<file path="src/power_mode_pkg.sv">
// Shared constants and types for the power-mode and module-clock controller
package power_mode_pkg;

    // Register byte offsets
    localparam logic [7:0] OFS_SYSTEM_CONTROL_ONE = 8'h00;
    localparam logic [7:0] OFS_SYSTEM_CONTROL_TWO = 8'h04;
    localparam logic [7:0] OFS_CLOCK_HALT_ONE     = 8'h08;
    localparam logic [7:0] OFS_MODE_STATUS        = 8'h0C;
    localparam logic [7:0] OFS_IRQ_STATUS         = 8'h10;
    localparam logic [7:0] OFS_IRQ_CLEAR          = 8'h14;
    localparam logic [7:0] OFS_IRQ_ENABLE         = 8'h18;

    // system_control_one fields
    localparam int SC1_LOW_SPEED_ON_BIT = 0;
    localparam int SC1_WATCH_SEL_BIT    = 1;
    localparam int SC1_SW_STANDBY_BIT   = 2;
    localparam logic [2:0] SC1_RESET    = 3'h0;

    // system_control_two fields
    localparam int SC2_SUB_FREQ_LO_BIT  = 0;
    localparam int SC2_SUB_FREQ_HI_BIT  = 1;
    localparam int SC2_MED_SPEED_BIT    = 2;
    localparam int SC2_DIRECT_BIT       = 3;
    localparam logic [3:0] SC2_RESET    = 4'h0;

    // clock_halt_one: one bit per peripheral, 1 = clocked
    localparam int NUM_MODULES          = 8;
    localparam int CH1_CONVERTER_BIT    = 0;
    localparam int CH1_TWO_WIRE_BIT     = 1;
    localparam logic [7:0] CH1_RESET    = 8'hFE;

    // mode_status fields
    localparam int MS_MODE_LSB          = 0;
    localparam int MS_FREQ_LSB          = 4;
    localparam int MS_LOCKED_BIT        = 8;

    // Interrupt status bits
    localparam int NUM_EVENTS           = 3;
    localparam int EV_DIRECT_DONE       = 0;
    localparam int EV_LOW_POWER_ENTRY   = 1;
    localparam int EV_WAKEUP            = 2;

    // Timing: watch clock derived from the system clock
    localparam int SYS_CLK_HZ           = 50_000_000;
    localparam int WATCH_CLK_HZ         = 32_768;
    localparam int WATCH_TICK_CYCLES    = SYS_CLK_HZ / WATCH_CLK_HZ;
    localparam int WATCH_DIV_W          = 11;
    localparam logic [WATCH_DIV_W-1:0] WATCH_DIV_LAST = WATCH_DIV_W'(WATCH_TICK_CYCLES - 1);
    localparam int SUB_DIV_W            = 3;

    localparam logic [1:0] AXI_OKAY     = 2'h0;
    localparam logic [1:0] AXI_SLVERR   = 2'h2;

    typedef enum logic [2:0] {
        MODE_ACTIVE,
        MODE_SLEEP,
        MODE_SUBACTIVE,
        MODE_SUBSLEEP,
        MODE_WATCH,
        MODE_WATCH_PASS
    } mode_t;

endpackage : power_mode_pkg

</file>
<file path="src/tick_divider.sv">
// Enable-pulse divider: one tick every (last_i + 1) input enables
`timescale 1ns/1ps
module tick_divider #(
    parameter int W = 3
) (
    input  wire logic         sys_clk_i,  // System clock
    input  wire logic         rst_i,      // Synchronous reset, active high
    input  wire logic         en_i,       // Input rate enable
    input  wire logic [W-1:0] last_i,     // Terminal count
    output logic              tick_o      // One-cycle output enable
);
    logic [W-1:0] cnt_reg;
    logic [W-1:0] cnt_next;

    assign tick_o = en_i && (cnt_reg >= last_i);

    always_comb begin
        cnt_next = cnt_reg;
        if (tick_o) begin
            cnt_next = '0;
        end else if (en_i) begin
            cnt_next = cnt_reg + W'(1);
        end
    end

    always_ff @(posedge sys_clk_i) begin
        if (rst_i) begin
            cnt_reg <= '0;
        end else begin
            cnt_reg <= cnt_next;
        end
    end
endmodule : tick_divider

</file>
<file path="src/power_mode_transition_ctrl.sv">
// Power-mode sequencer, subclock divider and module clock gating with AXI4-Lite registers
//
// The AXI4-Lite register port and the placing of the registers were left to the implementer.
`timescale 1ns/1ps
module power_mode_transition_ctrl
    import power_mode_pkg::*;
(
    input  wire logic                   sys_clk_i,          // System clock, 50 MHz
    input  wire logic                   rst_i,              // Synchronous reset, active high
    // AXI4-Lite slave
    input  wire logic [7:0]             s_axi_awaddr,       // Write address
    input  wire logic                   s_axi_awvalid,      // Write address valid
    output logic                        s_axi_awready,      // Write address ready
    input  wire logic [31:0]            s_axi_wdata,        // Write data
    input  wire logic [3:0]             s_axi_wstrb,        // Write byte strobes
    input  wire logic                   s_axi_wvalid,       // Write data valid
    output logic                        s_axi_wready,       // Write data ready
    output logic [1:0]                  s_axi_bresp,        // Write response
    output logic                        s_axi_bvalid,       // Write response valid
    input  wire logic                   s_axi_bready,       // Write response ready
    input  wire logic [7:0]             s_axi_araddr,       // Read address
    input  wire logic                   s_axi_arvalid,      // Read address valid
    output logic                        s_axi_arready,      // Read address ready
    output logic [31:0]                 s_axi_rdata,        // Read data
    output logic [1:0]                  s_axi_rresp,        // Read response
    output logic                        s_axi_rvalid,       // Read data valid
    input  wire logic                   s_axi_rready,       // Read data ready
    // CPU side
    input  wire logic                   sleep_exec_i,       // Sleep instruction executed, pulse
    input  wire logic                   global_mask_i,      // CPU global interrupt mask bit
    input  wire logic                   irq_pending_i,      // Enabled interrupt request pending
    output logic [2:0]                  mode_o,             // Current power mode
    output logic                        cpu_run_o,          // CPU executes instructions
    output logic                        cpu_clk_en_o,       // CPU clock enable, held high in active, pulsed in subactive
    output logic                        cpu_medium_speed_o, // Active mode at medium speed
    output logic                        main_osc_en_o,      // Main oscillator enable
    output logic                        sub_clk_en_o,       // Subactive operating clock enable
    output logic [NUM_MODULES-1:0]      periph_clk_en_o,    // Per-peripheral clock enable
    output logic                        converter_standby_o,// Converter in module standby
    output logic                        direct_irq_o,       // Direct-transition exception, pulse
    output logic                        irq_o               // Level interrupt
);

    // ---------------- Register file ----------------
    logic [2:0]             sc1_reg, sc1_next;
    logic [3:0]             sc2_reg, sc2_next;
    logic [7:0]             ch1_reg, ch1_next;
    logic [NUM_EVENTS-1:0]  irq_stat_reg, irq_stat_next;
    logic [NUM_EVENTS-1:0]  irq_en_reg, irq_en_next;

    logic aw_held_reg, aw_held_next;
    logic w_held_reg, w_held_next;
    logic [7:0]  awaddr_reg, awaddr_next;
    logic [31:0] wdata_reg, wdata_next;
    logic [3:0]  wstrb_reg, wstrb_next;
    logic        bvalid_reg, bvalid_next;
    logic [1:0]  bresp_reg, bresp_next;
    logic        rvalid_reg, rvalid_next;
    logic [1:0]  rresp_reg, rresp_next;
    logic [31:0] rdata_reg, rdata_next;

    // ---------------- Mode state ----------------
    mode_t      mode_reg, mode_next;
    logic [1:0] freq_reg, freq_next;
    logic       locked_reg, locked_next;
    logic       direct_irq_reg, direct_irq_next;
    logic [NUM_EVENTS-1:0] event_set;

    logic watch_tick;
    logic sub_tick;
    logic wr_fire;
    logic [31:0] status_word;

    wire logic sw_standby  = sc1_reg[SC1_SW_STANDBY_BIT];
    wire logic watch_sel   = sc1_reg[SC1_WATCH_SEL_BIT];
    wire logic low_speed   = sc1_reg[SC1_LOW_SPEED_ON_BIT];
    wire logic med_speed   = sc2_reg[SC2_MED_SPEED_BIT];
    wire logic direct_on   = sc2_reg[SC2_DIRECT_BIT];
    wire logic sub_mode    = (mode_reg == MODE_SUBACTIVE) || (mode_reg == MODE_SUBSLEEP) ||
                             (mode_reg == MODE_WATCH) || (mode_reg == MODE_WATCH_PASS);

    // Watch clock stand-in derived from the system clock
    tick_divider #(.W(WATCH_DIV_W)) u_watch_div (
        .sys_clk_i (sys_clk_i),
        .rst_i     (rst_i),
        .en_i      (1'b1),
        .last_i    (WATCH_DIV_LAST),
        .tick_o    (watch_tick)
    );

    // Subactive clock: watch, /2, /4, /8 from the frequency applied at the last sleep
    tick_divider #(.W(SUB_DIV_W)) u_sub_div (
        .sys_clk_i (sys_clk_i),
        .rst_i     (rst_i),
        .en_i      (watch_tick),
        .last_i    (SUB_DIV_W'((4'h1 << freq_reg) - 4'h1)),
        .tick_o    (sub_tick)
    );

    // ---------------- AXI4-Lite write path ----------------
    assign s_axi_awready = !aw_held_reg && !bvalid_reg;
    assign s_axi_wready  = !w_held_reg && !bvalid_reg;
    assign wr_fire       = aw_held_reg && w_held_reg && !bvalid_reg;

    always_comb begin
        aw_held_next = aw_held_reg;
        w_held_next  = w_held_reg;
        awaddr_next  = awaddr_reg;
        wdata_next   = wdata_reg;
        wstrb_next   = wstrb_reg;
        bvalid_next  = bvalid_reg;
        bresp_next   = bresp_reg;
        if (s_axi_awvalid && s_axi_awready) begin
            aw_held_next = 1'b1;
            awaddr_next  = s_axi_awaddr;
        end
        if (s_axi_wvalid && s_axi_wready) begin
            w_held_next = 1'b1;
            wdata_next  = s_axi_wdata;
            wstrb_next  = s_axi_wstrb;
        end
        if (wr_fire) begin
            aw_held_next = 1'b0;
            w_held_next  = 1'b0;
            bvalid_next  = 1'b1;
            case (awaddr_reg)
                OFS_SYSTEM_CONTROL_ONE, OFS_SYSTEM_CONTROL_TWO, OFS_CLOCK_HALT_ONE,
                OFS_MODE_STATUS, OFS_IRQ_STATUS, OFS_IRQ_CLEAR,
                OFS_IRQ_ENABLE: bresp_next = AXI_OKAY;
                default:        bresp_next = AXI_SLVERR;
            endcase
        end else if (bvalid_reg && s_axi_bready) begin
            bvalid_next = 1'b0;
        end
    end

    // Register contents; only byte lane 0 carries any field
    always_comb begin
        sc1_next      = sc1_reg;
        sc2_next      = sc2_reg;
        ch1_next      = ch1_reg;
        irq_en_next   = irq_en_reg;
        irq_stat_next = irq_stat_reg;
        if (wr_fire && wstrb_reg[0]) begin
            case (awaddr_reg)
                OFS_SYSTEM_CONTROL_ONE: sc1_next    = wdata_reg[2:0];
                OFS_SYSTEM_CONTROL_TWO: sc2_next    = wdata_reg[3:0];
                OFS_CLOCK_HALT_ONE:     ch1_next    = wdata_reg[7:0];
                OFS_IRQ_CLEAR:  irq_stat_next = irq_stat_reg & ~wdata_reg[NUM_EVENTS-1:0];
                OFS_IRQ_ENABLE: irq_en_next   = wdata_reg[NUM_EVENTS-1:0];
                default: ;
            endcase
        end
        // A new event wins over a clear in the same cycle
        irq_stat_next = irq_stat_next | event_set;
    end

    // ---------------- AXI4-Lite read path ----------------
    assign s_axi_arready = !rvalid_reg;

    always_comb begin
        status_word = 32'h0;
        status_word[MS_MODE_LSB +: 3] = mode_reg;
        status_word[MS_FREQ_LSB +: 2] = freq_reg;
        status_word[MS_LOCKED_BIT]    = locked_reg;
    end

    always_comb begin
        rvalid_next = rvalid_reg;
        rresp_next  = rresp_reg;
        rdata_next  = rdata_reg;
        if (s_axi_arvalid && s_axi_arready) begin
            rvalid_next = 1'b1;
            rresp_next  = AXI_OKAY;
            rdata_next  = 32'h0;
            case (s_axi_araddr)
                OFS_SYSTEM_CONTROL_ONE: rdata_next[2:0] = sc1_reg;
                OFS_SYSTEM_CONTROL_TWO: rdata_next[3:0] = sc2_reg;
                OFS_CLOCK_HALT_ONE:     rdata_next[7:0] = ch1_reg;
                OFS_MODE_STATUS:        rdata_next      = status_word;
                OFS_IRQ_STATUS:         rdata_next[NUM_EVENTS-1:0] = irq_stat_reg;
                OFS_IRQ_CLEAR:          rdata_next      = 32'h0;
                OFS_IRQ_ENABLE:         rdata_next[NUM_EVENTS-1:0] = irq_en_reg;
                default:                rresp_next      = AXI_SLVERR;
            endcase
        end else if (rvalid_reg && s_axi_rready) begin
            rvalid_next = 1'b0;
        end
    end

    // ---------------- Mode sequencer ----------------
    always_comb begin
        mode_next       = mode_reg;
        freq_next       = freq_reg;
        locked_next     = locked_reg;
        direct_irq_next = 1'b0;
        event_set       = '0;
        case (mode_reg)
            MODE_ACTIVE: begin
                if (sleep_exec_i) begin
                    freq_next = sc2_reg[SC2_SUB_FREQ_HI_BIT:SC2_SUB_FREQ_LO_BIT];
                    if (direct_on && global_mask_i) begin
                        // Masked direct request parks the CPU with no way out but reset
                        mode_next   = (sw_standby && watch_sel) ? MODE_WATCH : MODE_SLEEP;
                        locked_next = 1'b1;
                        event_set[EV_LOW_POWER_ENTRY] = 1'b1;
                    end else if (direct_on && sw_standby && watch_sel && low_speed) begin
                        mode_next = MODE_WATCH_PASS;
                    end else if (direct_on) begin
                        // Stay active at the newly chosen speed
                        direct_irq_next = 1'b1;
                        event_set[EV_DIRECT_DONE] = 1'b1;
                    end else begin
                        mode_next = (sw_standby && watch_sel) ? MODE_WATCH : MODE_SLEEP;
                        event_set[EV_LOW_POWER_ENTRY] = 1'b1;
                    end
                end
            end
            MODE_WATCH_PASS: begin
                // Waiting for the next watch tick, up to one watch period, lets the subclock settle
                if (watch_tick) begin
                    mode_next       = MODE_SUBACTIVE;
                    direct_irq_next = 1'b1;
                    event_set[EV_DIRECT_DONE] = 1'b1;
                end
            end
            MODE_SUBACTIVE: begin
                if (sleep_exec_i) begin
                    freq_next = sc2_reg[SC2_SUB_FREQ_HI_BIT:SC2_SUB_FREQ_LO_BIT];
                    if (direct_on && global_mask_i) begin
                        mode_next   = (sw_standby && watch_sel) ? MODE_WATCH : MODE_SUBSLEEP;
                        locked_next = 1'b1;
                        event_set[EV_LOW_POWER_ENTRY] = 1'b1;
                    end else if (direct_on) begin
                        // Low-speed bit picks staying subactive or going to active
                        mode_next       = low_speed ? MODE_SUBACTIVE : MODE_ACTIVE;
                        direct_irq_next = 1'b1;
                        event_set[EV_DIRECT_DONE] = 1'b1;
                    end else begin
                        mode_next = (sw_standby && watch_sel) ? MODE_WATCH : MODE_SUBSLEEP;
                        event_set[EV_LOW_POWER_ENTRY] = 1'b1;
                    end
                end
            end
            MODE_SLEEP, MODE_SUBSLEEP, MODE_WATCH: begin
                // Only an enabled, unmasked interrupt wakes; a locked mode never does
                if (irq_pending_i && !global_mask_i && !locked_reg) begin
                    event_set[EV_WAKEUP] = 1'b1;
                    if (mode_reg == MODE_SLEEP) begin
                        mode_next = MODE_ACTIVE;
                    end else if (mode_reg == MODE_SUBSLEEP) begin
                        mode_next = MODE_SUBACTIVE;
                    end else begin
                        mode_next = low_speed ? MODE_SUBACTIVE : MODE_ACTIVE;
                    end
                end
            end
            default: begin
                mode_next = MODE_ACTIVE;
            end
        endcase
    end

    // ---------------- Registers ----------------
    always_ff @(posedge sys_clk_i) begin
        if (rst_i) begin
            sc1_reg        <= SC1_RESET;
            sc2_reg        <= SC2_RESET;
            ch1_reg        <= CH1_RESET;
            irq_stat_reg   <= '0;
            irq_en_reg     <= '0;
            aw_held_reg    <= 1'b0;
            w_held_reg     <= 1'b0;
            awaddr_reg     <= 8'h00;
            wdata_reg      <= 32'h0;
            wstrb_reg      <= 4'h0;
            bvalid_reg     <= 1'b0;
            bresp_reg      <= AXI_OKAY;
            rvalid_reg     <= 1'b0;
            rresp_reg      <= AXI_OKAY;
            rdata_reg      <= 32'h0;
            mode_reg       <= MODE_ACTIVE;
            freq_reg       <= 2'h0;
            locked_reg     <= 1'b0;
            direct_irq_reg <= 1'b0;
        end else begin
            sc1_reg        <= sc1_next;
            sc2_reg        <= sc2_next;
            ch1_reg        <= ch1_next;
            irq_stat_reg   <= irq_stat_next;
            irq_en_reg     <= irq_en_next;
            aw_held_reg    <= aw_held_next;
            w_held_reg     <= w_held_next;
            awaddr_reg     <= awaddr_next;
            wdata_reg      <= wdata_next;
            wstrb_reg      <= wstrb_next;
            bvalid_reg     <= bvalid_next;
            bresp_reg      <= bresp_next;
            rvalid_reg     <= rvalid_next;
            rresp_reg      <= rresp_next;
            rdata_reg      <= rdata_next;
            mode_reg       <= mode_next;
            freq_reg       <= freq_next;
            locked_reg     <= locked_next;
            direct_irq_reg <= direct_irq_next;
        end
    end

    // ---------------- Outputs ----------------
    assign s_axi_bvalid = bvalid_reg;
    assign s_axi_bresp  = bresp_reg;
    assign s_axi_rvalid = rvalid_reg;
    assign s_axi_rresp  = rresp_reg;
    assign s_axi_rdata  = rdata_reg;

    assign mode_o             = mode_reg;
    assign cpu_run_o          = (mode_reg == MODE_ACTIVE) || (mode_reg == MODE_SUBACTIVE);
    assign cpu_clk_en_o       = (mode_reg == MODE_ACTIVE) ||
                                ((mode_reg == MODE_SUBACTIVE) && sub_tick);
    assign cpu_medium_speed_o = (mode_reg == MODE_ACTIVE) && med_speed;
    assign main_osc_en_o      = !sub_mode;
    assign sub_clk_en_o       = sub_tick && (mode_reg == MODE_SUBACTIVE);
    assign direct_irq_o       = direct_irq_reg;
    assign converter_standby_o = !ch1_reg[CH1_CONVERTER_BIT];
    assign irq_o              = |(irq_stat_reg & irq_en_reg);

    // Watch and watch-pass modes halt the peripheral clocks; subactive and subsleep only drop the two-wire module
    always_comb begin
        periph_clk_en_o = ch1_reg;
        if (mode_reg == MODE_WATCH || mode_reg == MODE_WATCH_PASS) begin
            periph_clk_en_o = '0;
        end else if (sub_mode) begin
            periph_clk_en_o[CH1_TWO_WIRE_BIT] = 1'b0;
        end
    end

endmodule : power_mode_transition_ctrl

</file>
<file path="config.mk">
export PLATFORM = sky130hd
export DESIGN_NAME = power_mode_transition_ctrl
export DESIGN_NICKNAME = d
export VERILOG_FILES = /design/src/power_mode_pkg.sv /design/src/tick_divider.sv /design/src/power_mode_transition_ctrl.sv
export SDC_FILE = /design/constraint.sdc
export NUM_CORES = 1
export LEC_CHECK = 0
export ABC_AREA = 0
export BUFFER_PORTS_ARGS = -buffer_cell sky130_fd_sc_hd__buf_2
export CORE_ASPECT_RATIO = 1.5
export CORE_MARGIN = 4
export CORE_UTILIZATION = 50
export CTS_CLUSTER_SIZE = 30
export DETAILED_ROUTE_END_ITERATION = 7
export GPL_TIMING_DRIVEN = 0
export PLACE_DENSITY_LB_ADDON = 0.12
export SKIP_LAST_GASP = 1
export SLEW_MARGIN = 40
export SYNTH_ARGS = -nofsm -noshare
export SYNTH_HDL_FRONTEND = slang
export SYNTH_SLANG_ARGS = --single-unit
</file>
<file path="constraint.sdc">
create_clock -name sys_clk_i -period 2.8 [get_ports sys_clk_i]
set_input_delay 0.14 -clock sys_clk_i [delete_from_list [all_inputs] [get_ports sys_clk_i]]
set_output_delay 0.14 -clock sys_clk_i [all_outputs]
set_load 0.01 [all_outputs]
</file>
==> run summary <==
Via Count - 3258
Worst slew margin - 0.614
initial antenna violation count - 0
area grow syn2layout - 20.0%
Max Clk Rate - 427 MHz
slowest CP cell - a31oi_1
Net Switching - 0.596 mW
Syn Area/Cell - 8.46 um2
RSZ-0062 raised after global routing - false
total gr overflow - 0
gr busiest metal - met2
clock root buffer - clkbuf_8
Setup Skew - 7.98 ps
met1 Use GR - 0.242
max reg flops - 11
kind of critical path - reg2out
Max Cap Viol - 0
CP endpoint kind - primary output
Arr. time, crit path - 2200 ps
share of layout cells above drive strength 1 - 0.236
Filler Cell Count - 651
max-slew violations - 0
Total GRT Usage - 0.209
CP max stage delay - 440 ps
sequential fraction of the synthesis area - 0.411
CTS tree - yes
number of remaining DRC errors - 0
Num CTS Buffers - 9
largest net degree at the start of global routing - 13
placed cell area - 4130 um2
Die ar. - 8660 um2
CP max FO - 6
area of the multi-input gates - 1870 um2
Nets - 598
Cells after Synth - 426
Setup TNS Final - 0 ps
starting density of the core - 0.519
n_diodes - 0
fraction of registers with async set/reset - 0
first-pass GRT wire length - 14500 um
Sequential Power Share - 0.508
placer congestion estimate - 0.904
register area - 1480 um2
M3 GR Usage - 0.0498
final worst slack - 458 ps
Lkg Pwr - 1.90 nW
DIE HEIGHT - 112 um
CTS Buffer Depth - 2
die width - 77.3 um
Clk pwr share - 0.363
vias per inst - 5.32
peak supply drop - 364 uV
WL per Instance - 14.0 um
M2 GR Usage - 0.358
Place WS - 851 ps
worst skew pair latency - 350 ps
worst min-delay path class - in2reg
post-detailed-route count of antenna-violating nets - 0
Ys Warns - 0
distinct cell type count after synthesis - 61
dpl hpwl - 6600 um
CP cell instances - or2_2, ha_1, nand2b_1, a31oi_1, o21a_1, nor2_1, buf_2
CP Launch Type - flop
I/O pins - 122
Worst EP required - 2660 ps
status - completed
total routed wirelength - 8590 um
fin crit share - 0.836
flops & latches, synth - 74
Post-synth top flop - dfxtp_1
Pre-Repair DR Iteration Count - 4
core area - 6940 um2
Rows - 37
final instance area - 4330 um2
Tmin final - 2340 ps
clk sinks - 74
P_int - 1.61 mW
CTS clock-pin slew for the worst setup and hold paths - 80 ps
Synth Cell Area - 3610 um2
Initial DRC Count - 110
Slew @ Worst Pin - 579 ps
endpoints failing setup - 0
I/O Buffers - 68
Sw Share - 0.270
number of synthesized flops with an enable pin - 0
H-tree lvl count - 3
Fin. Hold Viols - 0
combinational share of power - 0.130
vias in the first global route - 3062
Finished Core Util - 0.623
P per Cell Area - 510 nW/um2
Post-CTS Setup Repair Bufs - 0
[worst paths after layout]
kind / depth (start not counted) / to / start / slack [ps]
max: 7 / cpu_clk_en_o / freq_reg[1]$_SDFFE_PP0P_ / 460
min: 3 / awaddr_reg[0]$_SDFFE_PP0P_ / s_axi_awaddr[0] / 20
max reg2reg: 6 / u_sub_div.cnt_reg[2]$_SDFFE_PP0P_ / freq_reg[1]$_SDFFE_PP0P_ / 870
min reg2reg: 2 / wdata_reg[5]$_SDFFE_PP0P_ / wdata_reg[5]$_SDFFE_PP0P_ / 460
[cell type report]
cell class,count,share of cell area
multi-input combinational,310,0.431
sequential,74,0.342
timing repair buffer,69,0.0809
buffer,41,0.0590
clock buffer,10,0.0295
tap,78,0.0225
inverter,25,0.0217
clock inverter,5,0.0130
[worst max-delay path: cells and delay by family (launching register included)]
| family | cells | cell delay, ps |
|---|---|---|
| buffers and inverters | 1 | 130 |
| and+or+nand+nor | 3 | 490 |
| AOI/OAI and AO/OA | 2 | 610 |
| adders and majority gates | 1 | 260 |
| DFF | 1 | 370 |
[cell families (layout without fill, tap and decap cells)]
family	Yosys count	after routing	synth area share
other	1	25	0.00104
AOI/OAI and AO/OA	79	79	0.146
xor gates and xnor gates	8	8	0.0194
adders and majority gates	6	6	0.0208
DFF	74	74	0.411
buffers and inverters	66	150	0.0968
and+or+nand+nor	170	170	0.231
muxes	22	22	0.0739
[placed cells by master, fill, tap and decap left out, drive strengths merged, types with 6 or more instances in the layout]
cell	instances
nor2b	7
buf	97
nand3	13
nand4	7
conb	25
ha	6
inv	25
a211o	7
a21oi	35
mux2i	12
dfxtp	74
clkbuf	22
mux2	7
o21ai	8
nand2	56
nor2	49
and2	11
[cells in the mapped netlist, types with 4 or more instances]
cell type  count  area (um2)
mux2_2         5        56.3
nand3_1       13        65.1
dfxtp_1       74        1480
clkbuf_1      11        41.3
inv_1         24        90.1
o21ai_0        8        40.0
and2_1        11        68.8
ha_1           6        75.1
buf_4         26         195
a21oi_1       35         175
mux2i_1       12         120
nand4_1        6        37.5
nand2_1       56         210
xnor2_1        4        35.0
nand2b_1       4        25.0
nor2_1        49         184
a211o_1        7        61.3
nor2b_1        7        43.8
xor2_1         4        35.0
[power groups by stage]
stage | Clock, mW | Combinational (mW) | Sequential (mW)
floorplan | 0 | 0.197 | 1.14
global placement | 0 | 0.279 | 1.14
detailed placement | 0 | 0.283 | 1.15
CTS | 0.814 | 0.286 | 1.12
global route | 0.862 | 0.322 | 1.13
finish | 0.801 | 0.287 | 1.12
[timing repair]
item                                   CTS  global route
hold buffers                             1             0
resized for setup                        0             0
endpoints found under the hold margin    1             0
[metal layers]
layer / part of all wire / routed length [um]
met1: 0.40 / 3460
met2: 0.52 / 4470
met3: 0.057 / 487
met4: 0.020 / 170
met5: 0 / 0
[through the flow]
| step | hold WS [ps] | cells | power, mW |
|---|---|---|---|
| 3_3_place_gp | 325 | 596 | 1.42 |
| 6_report | 15.4 | 612 | 2.21 |
| 3_5_place_dp | 326 | 596 | 1.43 |
| 2_1_floorplan | 239 | 450 | 1.34 |
| 4_1_cts | 8.13 | 612 | 2.22 |
| 5_1_grt | 5.61 | 612 | 2.31 |
No activity file was read; power rests on OpenSTA's default activity.
